===== src/hw/bsc_consts.svh =====
`ifndef BSC_CONSTS_SVH
`define BSC_CONSTS_SVH

// Clock period in nanoseconds (250 MHz system clock)
`define BSC_CLK_NS           4
// Period of one tick of the speed interval timer, in nanoseconds
`define BSC_TICK_NS          256
// Clock cycles per timer tick, derived from the two times above
`define BSC_TICK_CYC         (`BSC_TICK_NS / `BSC_CLK_NS)
// Timer ticks per second
`define BSC_TICK_HZ          (1000000000 / `BSC_TICK_NS)
// 30 electrical degrees per interval, so twelve intervals per electrical turn
`define BSC_SEG_PER_TURN     12
// rpm = RPM_NUM / (ticks * pole_pairs), with RPM_NUM = 60 * tick_hz / 12
`define BSC_RPM_NUM          (60 * `BSC_TICK_HZ / `BSC_SEG_PER_TURN)
`define BSC_RPM_NUM_W        25
// Duty range for a 20 kHz PWM: slow core clock and fast core clock
`define BSC_DUTY_MAX_SLOW    12'h7d0
`define BSC_DUTY_MAX_FAST    12'hdac
// Conversion result width
`define BSC_POT_W            10
// Demand speed at full scale of the potentiometer, in rpm
`define BSC_SPEED_MAX        16'h0fa0
// Regulator gains and output scaling shift
`define BSC_KP               16'h0040
`define BSC_KI               16'h0004
`define BSC_PI_SHIFT         8
// Integral limit, keeps the accumulator from winding up
`define BSC_INTEG_LIM        32'h00ff_ffff

`endif


===== src/hw/bsc_pkg.sv =====
package bsc_pkg;

   // Speed control mode selected by the user
   typedef enum logic [1:0] {
      BSC_OPEN,
      BSC_CLASSIC,
      BSC_PI
   } bsc_mode_t;

   // Static configuration of the loop
   typedef struct packed {
      bsc_mode_t   mode;        // Control mode
      logic        fast_core;   // 1: 3500-step duty range, 0: 2000-step range
      logic [3:0]  pole_pairs;  // Motor pole-pair count
   } bsc_cfg_t;

   // Start-up sequencer status, driven by the neighbouring start-up logic
   typedef struct packed {
      logic        forced;      // Ramp or sustaining time in progress
      logic        sustain;     // Sustaining time in progress
      logic [11:0] duty;        // Duty used for forced commutation
   } bsc_start_t;

   // Speed meter divider state
   typedef enum logic [1:0] {
      BSC_M_IDLE,
      BSC_M_DIV,
      BSC_M_DONE
   } bsc_meter_st_t;

endpackage


===== src/hw/bsc_speed_loop.sv =====
// How it works
// - Three modes: open, classic closed, PI
// - Open loop duty follows 10-bit conversion
// - Scale conversion to 2000 or 3500 duty
// - Classic mode steps duty by one unit
// - Demand speed scaled from potentiometer reading
// - PI error and integral accumulate each run
// - Output is Kp*error plus Ki*integral, scaled
// - Speed from timer ticks per 30 degrees
// - Mechanical turn equals pole-pair electrical turns
// - Zero crossings ignored during forced commutation
// - PI trains during sustain, applied after
`include "bsc_consts.svh"

module bsc_speed_loop (
   input  wire logic                     clk,          // System clock, 250 MHz
   input  wire logic                     sys_rst,      // Synchronous reset, active high
   input  wire bsc_pkg::bsc_cfg_t        cfg,          // Mode, duty range, pole pairs
   input  wire bsc_pkg::bsc_start_t      start,        // Start-up sequencer status
   input  wire logic                     pot_valid,    // Pulse, new conversion result
   input  wire logic [`BSC_POT_W-1:0]    pot_value,    // Potentiometer conversion
   input  wire logic                     zero_cross,   // Pulse, filtered zero crossing
   input  wire logic                     forced_step,  // Pulse, forced 30-degree step
   output logic      [11:0]              duty,         // Duty to PWM generator
   output logic                          duty_valid,   // Pulse, duty updated
   output logic      [15:0]              speed_rpm,    // Measured speed, rpm
   output logic                          bemf_enable   // High while crossings are used
);

   ////////////////////////////////////////////////////////////////////////////
   // Declarations

   logic [15:0]  meter_rpm;
   logic         meter_valid;
   logic         seg_event;
   logic [11:0]  duty_max;
   logic [11:0]  duty_open;
   logic [15:0]  demand;
   logic [21:0]  open_prod;
   logic [25:0]  dem_prod;

   logic [11:0]  next_duty;
   logic         next_duty_valid;
   logic [15:0]  next_speed;
   logic         next_bemf;
   logic [31:0]  integ, next_integ;

   logic signed [16:0] err;
   logic signed [33:0] integ_sum;
   logic signed [31:0] integ_sat;
   logic signed [33:0] p_term;
   logic signed [48:0] i_term;
   logic signed [49:0] pi_sum;
   logic signed [49:0] pi_scaled;
   logic        [11:0] pi_sat;

   ////////////////////////////////////////////////////////////////////////////
   // Speed measurement

   // Forced steps stand in for crossings while the rotor is pushed, so the
   // meter keeps real interval figures for the regulator to train on
   assign seg_event = cfg.mode == bsc_pkg::BSC_OPEN ? 1'b0 :
                      start.forced ? forced_step : zero_cross;

   bsc_speed_meter u_meter (
      .clk         (clk),
      .sys_rst     (sys_rst),
      .seg_event   (seg_event),
      .pole_pairs  (cfg.pole_pairs),
      .speed_rpm   (meter_rpm),
      .speed_valid (meter_valid)
   );

   ////////////////////////////////////////////////////////////////////////////
   // Scaling of the conversion result

   // Duty range depends on the core clock the PWM counts on
   assign duty_max  = cfg.fast_core ? `BSC_DUTY_MAX_FAST : `BSC_DUTY_MAX_SLOW;
   // Divide by 1024 with a shift; full scale lands 2 below max on the 2000 range, 4 below on the 3500 range
   assign open_prod = pot_value * duty_max;
   assign duty_open = open_prod[21:10];
   assign dem_prod  = pot_value * `BSC_SPEED_MAX;
   assign demand    = dem_prod[25:10];

   ////////////////////////////////////////////////////////////////////////////
   // PI arithmetic

   // Error is demand minus measurement, both unsigned 16-bit
   assign err       = $signed({1'b0, demand}) - $signed({1'b0, speed_rpm});
   assign integ_sum = 34'(signed'(integ)) + 34'(err);

   // Clamp the integral so a long stall cannot wind it up without limit
   always_comb begin
      if (integ_sum > 34'(signed'(`BSC_INTEG_LIM))) begin
         integ_sat = signed'(`BSC_INTEG_LIM);
      end else if (integ_sum < -34'(signed'(`BSC_INTEG_LIM))) begin
         integ_sat = -signed'(`BSC_INTEG_LIM);
      end else begin
         integ_sat = integ_sum[31:0];
      end
   end

   assign p_term    = err * $signed({1'b0, `BSC_KP});
   assign i_term    = integ_sat * $signed({1'b0, `BSC_KI});
   assign pi_sum    = 50'(p_term) + 50'(i_term);
   assign pi_scaled = pi_sum >>> `BSC_PI_SHIFT;

   // Regulator output limited to the usable duty range
   always_comb begin
      if (pi_scaled < 50'sd0) begin
         pi_sat = 12'h000;
      end else if (pi_scaled > 50'(duty_max)) begin
         pi_sat = duty_max;
      end else begin
         pi_sat = pi_scaled[11:0];
      end
   end

   ////////////////////////////////////////////////////////////////////////////
   // Control run, next values

   // One run per conversion result; the speed reading simply follows the meter
   always_comb begin
      next_duty       = duty;
      next_duty_valid = 1'b0;
      next_integ      = integ;
      next_speed      = meter_valid ? meter_rpm : speed_rpm;
      next_bemf       = ~start.forced;
      if (cfg.mode != bsc_pkg::BSC_PI ||
          (start.forced && !start.sustain)) begin
         // Ramp runs without a trusted speed, so the integral starts clean
         next_integ   = 32'h0000_0000;
      end
      if (pot_valid) begin
         next_duty_valid = 1'b1;
         if (start.forced) begin
            // Forced commutation drives the start-up duty, clamped to range
            next_duty = start.duty > duty_max ? duty_max : start.duty;
            if (cfg.mode == bsc_pkg::BSC_PI && start.sustain) begin
               // Train on real figures but hold the result back
               next_integ   = integ_sat;
            end
         end else begin
            unique case (cfg.mode)
               bsc_pkg::BSC_OPEN: begin
                  next_duty = duty_open;
               end
               bsc_pkg::BSC_CLASSIC: begin
                  // At most one unit per run, except a duty above max with no down step is set to max; never past either end
                  if (demand > speed_rpm && duty < duty_max) begin
                     next_duty = duty + 12'h001;
                  end else if (demand < speed_rpm && duty != 12'h000) begin
                     next_duty = duty - 12'h001;
                  end else if (duty > duty_max) begin
                     next_duty = duty_max;
                  end
               end
               bsc_pkg::BSC_PI: begin
                  next_integ   = integ_sat;
                  next_duty    = pi_sat;
               end
               default: begin
                  // Unused mode code leaves the duty where it was
                  next_duty = duty;
               end
            endcase
         end
      end
   end

   ////////////////////////////////////////////////////////////////////////////
   // Register stage

   always_ff @(posedge clk) begin
      if (sys_rst) begin
         duty        <= 12'h000;
         duty_valid  <= 1'b0;
         speed_rpm   <= 16'h0000;
         bemf_enable <= 1'b0;
         integ       <= 32'h0000_0000;
      end else begin
         duty        <= next_duty;
         duty_valid  <= next_duty_valid;
         speed_rpm   <= next_speed;
         bemf_enable <= next_bemf;
         integ       <= next_integ;
      end
   end

endmodule


===== src/hw/bsc_speed_meter.sv =====
`include "bsc_consts.svh"

// Counts timer ticks over each 30-degree interval and turns the count into rpm
module bsc_speed_meter (
   input  wire logic        clk,         // System clock
   input  wire logic        sys_rst,     // Synchronous reset
   input  wire logic        seg_event,   // Pulse at each 30-degree boundary
   input  wire logic [3:0]  pole_pairs,  // Motor pole-pair count
   output logic      [15:0] speed_rpm,   // Last measured mechanical speed
   output logic             speed_valid  // One-cycle pulse, new speed ready
);

   localparam logic [7:0]  TICK_LAST = 8'(`BSC_TICK_CYC - 1);
   localparam logic [24:0] RPM_NUM   = 25'(`BSC_RPM_NUM);

   logic [7:0]              presc, next_presc;
   logic [15:0]             ticks, next_ticks;
   bsc_pkg::bsc_meter_st_t  st, next_st;
   logic [19:0]             den, next_den;
   logic [25:0]             rem, next_rem;
   logic [24:0]             quo, next_quo;
   logic [4:0]              bitn, next_bitn;
   logic [15:0]             next_speed;
   logic                    next_valid;
   logic [25:0]             shifted;

   ////////////////////////////////////////////////////////////////////////////
   // Tick timer and divider, next values
   always_comb begin
      next_presc = presc + 8'h01;
      next_ticks = ticks;
      next_st    = st;
      next_den   = den;
      next_rem   = rem;
      next_quo   = quo;
      next_bitn  = bitn;
      next_speed = speed_rpm;
      next_valid = 1'b0;
      shifted    = {rem[24:0], quo[24]};
      // Ticks saturate so a stalled rotor reads as the slowest speed
      if (presc == TICK_LAST) begin
         next_presc = 8'h00;
         if (ticks != 16'hffff) begin
            next_ticks = ticks + 16'h0001;
         end
      end
      unique case (st)
         bsc_pkg::BSC_M_IDLE: begin
            if (seg_event) begin
               next_ticks = 16'h0000;
               next_presc = 8'h00;
               // Denominator is interval ticks times pole pairs
               next_den   = 20'(ticks * pole_pairs);
               next_rem   = 26'h0000000;
               next_quo   = RPM_NUM;
               next_bitn  = 5'h00;
               next_st    = bsc_pkg::BSC_M_DIV;
            end
         end
         bsc_pkg::BSC_M_DIV: begin
            // One quotient bit per cycle, restoring division
            if (shifted >= {6'h00, den}) begin
               next_rem = shifted - {6'h00, den};
               next_quo = {quo[23:0], 1'b1};
            end else begin
               next_rem = shifted;
               next_quo = {quo[23:0], 1'b0};
            end
            next_bitn = bitn + 5'h01;
            if (bitn == 5'(`BSC_RPM_NUM_W - 1)) begin
               next_st = bsc_pkg::BSC_M_DONE;
            end
         end
         bsc_pkg::BSC_M_DONE: begin
            // Zero denominator or huge quotient saturates the reading
            if (den == 20'h00000 || quo[24:16] != 9'h000) begin
               next_speed = 16'hffff;
            end else begin
               next_speed = quo[15:0];
            end
            next_valid = 1'b1;
            next_st    = bsc_pkg::BSC_M_IDLE;
         end
      endcase
   end

   // Register stage
   always_ff @(posedge clk) begin
      if (sys_rst) begin
         presc       <= 8'h00;
         ticks       <= 16'h0000;
         st          <= bsc_pkg::BSC_M_IDLE;
         den         <= 20'h00000;
         rem         <= 26'h0000000;
         quo         <= 25'h0000000;
         bitn        <= 5'h00;
         speed_rpm   <= 16'h0000;
         speed_valid <= 1'b0;
      end else begin
         presc       <= next_presc;
         ticks       <= next_ticks;
         st          <= next_st;
         den         <= next_den;
         rem         <= next_rem;
         quo         <= next_quo;
         bitn        <= next_bitn;
         speed_rpm   <= next_speed;
         speed_valid <= next_valid;
      end
   end

endmodule

===== config.mk =====
export PLATFORM = sky130hd
export DESIGN_NAME = bsc_speed_loop
export DESIGN_NICKNAME = d
export VERILOG_FILES = /design/src/hw/bsc_pkg.sv /design/src/hw/bsc_speed_loop.sv /design/src/hw/bsc_speed_meter.sv
export VERILOG_INCLUDE_DIRS = /design/src /design/src/hw
export SDC_FILE = /design/constraint.sdc
export NUM_CORES = 1
export LEC_CHECK = 0
export BUFFER_PORTS_ARGS = -buffer_cell sky130_fd_sc_hd__buf_4
export CORE_ASPECT_RATIO = 0.75
export CORE_MARGIN = 2
export CORE_UTILIZATION = 65
export DETAILED_ROUTE_END_ITERATION = 7
export GPL_ROUTABILITY_DRIVEN = 0
export MAX_ROUTING_LAYER = met4
export PLACE_DENSITY = 0.81
export SYNTH_ARGS = -nofsm -noshare
export SYNTH_HDL_FRONTEND = slang
export SYNTH_HIERARCHICAL = 1
export SYNTH_SLANG_ARGS = --single-unit

===== constraint.sdc =====
create_clock -name clk -period 16.7 [get_ports clk]
set_input_delay 3.34 -clock clk [delete_from_list [all_inputs] [get_ports clk]]
set_output_delay 3.34 -clock clk [all_outputs]
set_load 0.01 [all_outputs]

==> results.md <==
- Run status: finished with violations
- Violated checks: DRC
- Worst setup EP type: flop
- Register area share after synthesis: 0.173
- Post-route setup slack: slightly above 700 ps
- Vias per cell: 6.53
- Max Freq: ~63 MHz
- H-Tree Depth: 4
- Vias in the first global route: 19.0k
- DRT iter0 DRCs: ~2.2k
- Mean Syn Cell Area: between 7 and 8 um^2
- Core ar.: around 31000 um^2
- Fill cells: approximately 2.5k
- CTS root buffer: clkbuf_16
- Clk buf depth: 2
- Avg WL per Cell: roughly 19 um
- Pre-CTS setup slack: -26.4 ps
- CP most frequent cell: a21o_1
- Final Hold Fails: 0
- DIE HEIGHT: 159 um
- Area grow syn2layout: 6.65%
- Share of the synthesized area in the top cell type: 0.173
- Yosys warning count: 6
- Die area: roughly 34000 um^2
- CP Data Arrival Time: roughly 16000 ps
- Hold WC Path Type: flop to flop
- Clock Skews: 11.7 ps
- Final instance area: between 20000 and 25000 um^2
- Leading area contributor after synthesis: dfxtp_1
- CTS tree: built
- FF+latch area: around 3600 um^2
- Vias: ~20k
- Max-cap viol count: 0
- Mapped cell area: ~21000 um^2
- Total CTS buffers: 17
- Clock Latency Late Sink: 470 ps
- Slowest-stage cell, CP: or4b_1
- Buf/Inv on CP: 4
- Port Buffers: 65
- GRT overflow: 0
- Multi-input gate area: ~16000 um^2
- Worst-Margin Slew: 1130 ps
- Asr flop ratio synth: 0
- Row cnt: 56
- Post-DP HPWL: around 44 mm
- First-pass iteration count of the detailed router: 8
- Worst Path Required: 17120 ps
- Post-synthesis cell count: about 2.6k
- Global-route wire length before repair: 93.2 mm
- Die Wd: about 210 um
- Rel. slew slack: 0.240
- Synth top area cells: dfxtp_1, ha_1, fa_1, nor2_1, inv_1
- Total track usage: 0.346
- Routed Antenna Nets: 0
- Clock-pin slew on the worst setup and hold paths: ~80 ps
- Placed inst area: 21500 um^2
- Top-Level Pins: 66
- Critical path's top delay family: compound AO/OA/AOI/OAI gates
- Largest net degree at the start of global routing: just over 70
- Drt drc: 1
- Hold_buf cts: 0
- Worst Setup Path Type: input pin to flop
- Seq cells post-synth: 180
- Setup violators final: 0
- Final critical-path share of the clock period: 0.957
- Synth cell types: 99
- Slew Viols, Final: 0
- Antenna violations before repair: 1
- CP startpoint kind: input pin
- Initial Utilization: 0.664
- Worst Path Max Fanout: 15
- Final wirelength: 56.6 mm
- Clock sink count: between 150 and 200
- RSZ-0062 raised after global routing: false
- CP max stage delay: 560 ps
- Final Critical Period: 15980 ps
- Post-Syn Nets: 3023
- Top_reg_cell synth: dfxtp_1
- Nets: approximately 3.0k
- Count of flip-flops with a built-in enable after synthesis: 0
- Share of cells above drive strength 1: 0.0725
-- cell type report --
| class | count | share of cell area |
|---|---|---|
| clock buffer | 17 | 0.0191 |
| clock inverter | 15 | 0.00979 |
| timing repair buffer | 81 | 0.0274 |
| antenna | 1 | 0.000113 |
| sequential | 180 | 0.162 |
| tap | 406 | 0.0229 |
| inverter | 243 | 0.0410 |
| multi-input combinational | 2097 | 0.718 |
-- state kept, by name (all words and copies together) (netlist names) --
register,cells
u_meter/rem,25
duty,12
u_meter/bitn,5
u_meter/quo,25
u_meter/den,20
u_meter/speed_rpm,16
bemf_enable,1
u_meter/speed_valid,1
u_meter/presc,8
duty_valid,1
speed_rpm,16
u_meter/ticks,16
u_meter/st,2
integ,32
-- Yosys cell counts, types with 11 or more instances --
master,number
nor2_1,288
ha_1,250
inv_1,241
nand2_1,224
dfxtp_1,180
a21oi_1,140
fa_1,112
o21ai_0,112
clkbuf_1,80
and2_1,63
nand3_1,63
mux2i_1,61
a21o_1,58
xnor2_1,55
nor3_1,52
xor2_1,46
nand4_1,35
o21a_1,30
and3_1,28
o211ai_1,28
nor2b_1,26
or3_1,25
a211oi_1,24
o21ai_1,24
nor4_1,23
o22ai_1,22
o31ai_1,20
a31oi_1,19
o221a_2,19
a22oi_1,18
nand2b_1,15
or2_2,12
or4_1,11
-- layer usage --
| metal | wire length, um | track usage | up-vias |
|---|---|---|---|
| li1 | - | - | 9375 |
| met1 | 24200 | 0.451 | 9290 |
| met2 | 25500 | 0.540 | 978 |
| met3 | 5220 | 0.0671 | 211 |
| met4 | 1790 | 0.110 | 0 |
| met5 | 0 | - | - |
-- kinds of logic after synthesis --
logic type      count (synthesis)  share of synthesized area
compound gates                669                      0.225
xor+xnor                      101                     0.0424
fa+ha+maj                     362                      0.258
buf+inv                       348                     0.0641
flops                         180                      0.173
mux                            61                     0.0293
simple gates                  904                      0.209
-- stage by stage --
stage	utilization	cells	hold WS (ps)	TNS, ps
6_report	0.708	3040	471	0
5_1_grt	0.708	3040	484	0
4_1_cts	0.705	3034	473	0
3_5_place_dp	0.685	3002	455	-37.6
3_3_place_gp	0.685	3002	440	0
2_1_floorplan	-	2625	426	0
-- worst register-to-register path: cells and delay by family, from the launching register on --
kind	cells	cell delay, ps
simple gates	13	3200
compound gates	24	5400
buf+inv	2	360
flops	1	390
fa+ha+maj	3	1060
-- cells in the final DEF (no fill, tap or decap), drive strengths merged, types with 11 or more instances in the layout --
master  instances
o221a          19
nor4           23
xor2           46
o21a           30
buf            81
fa            112
a31oi          20
nand4          36
a21o           58
a211oi         28
xnor2          55
o211ai         28
and2           64
or2            15
ha            250
nand2         226
and3           29
a221oi         11
a21oi         145
o21ai         137
nor2          289
nand2b         15
mux2i          61
or3            26
inv           248
nand3          63
a22oi          18
nor2b          26
nor3           52
o22ai          22
clkbuf         17
o31ai          20
or4            12
dfxtp         180
-- worst paths after layout --
| check | endpoint | depth (start not counted) | start | slack (ps) |
|---|---|---|---|---|
| max | duty[11] | 52 | pot_value[0] | 720 |
| max reg2reg | duty[11] | 42 | speed_rpm[2] | 6240 |
| min | u_meter/presc[0] | 1 | u_meter/presc[0] | 470 |
| min reg2reg | u_meter/presc[0] | 1 | u_meter/presc[0] | 470 |
-- what timing repair did --
action	CTS	global route
setup buffers	0	5
gates resized for setup	0	11
setup endpoints to repair	0	12
Power is not shown: default switching activity piles up to over one toggle a cycle in this logic, so the estimate is an artifact.
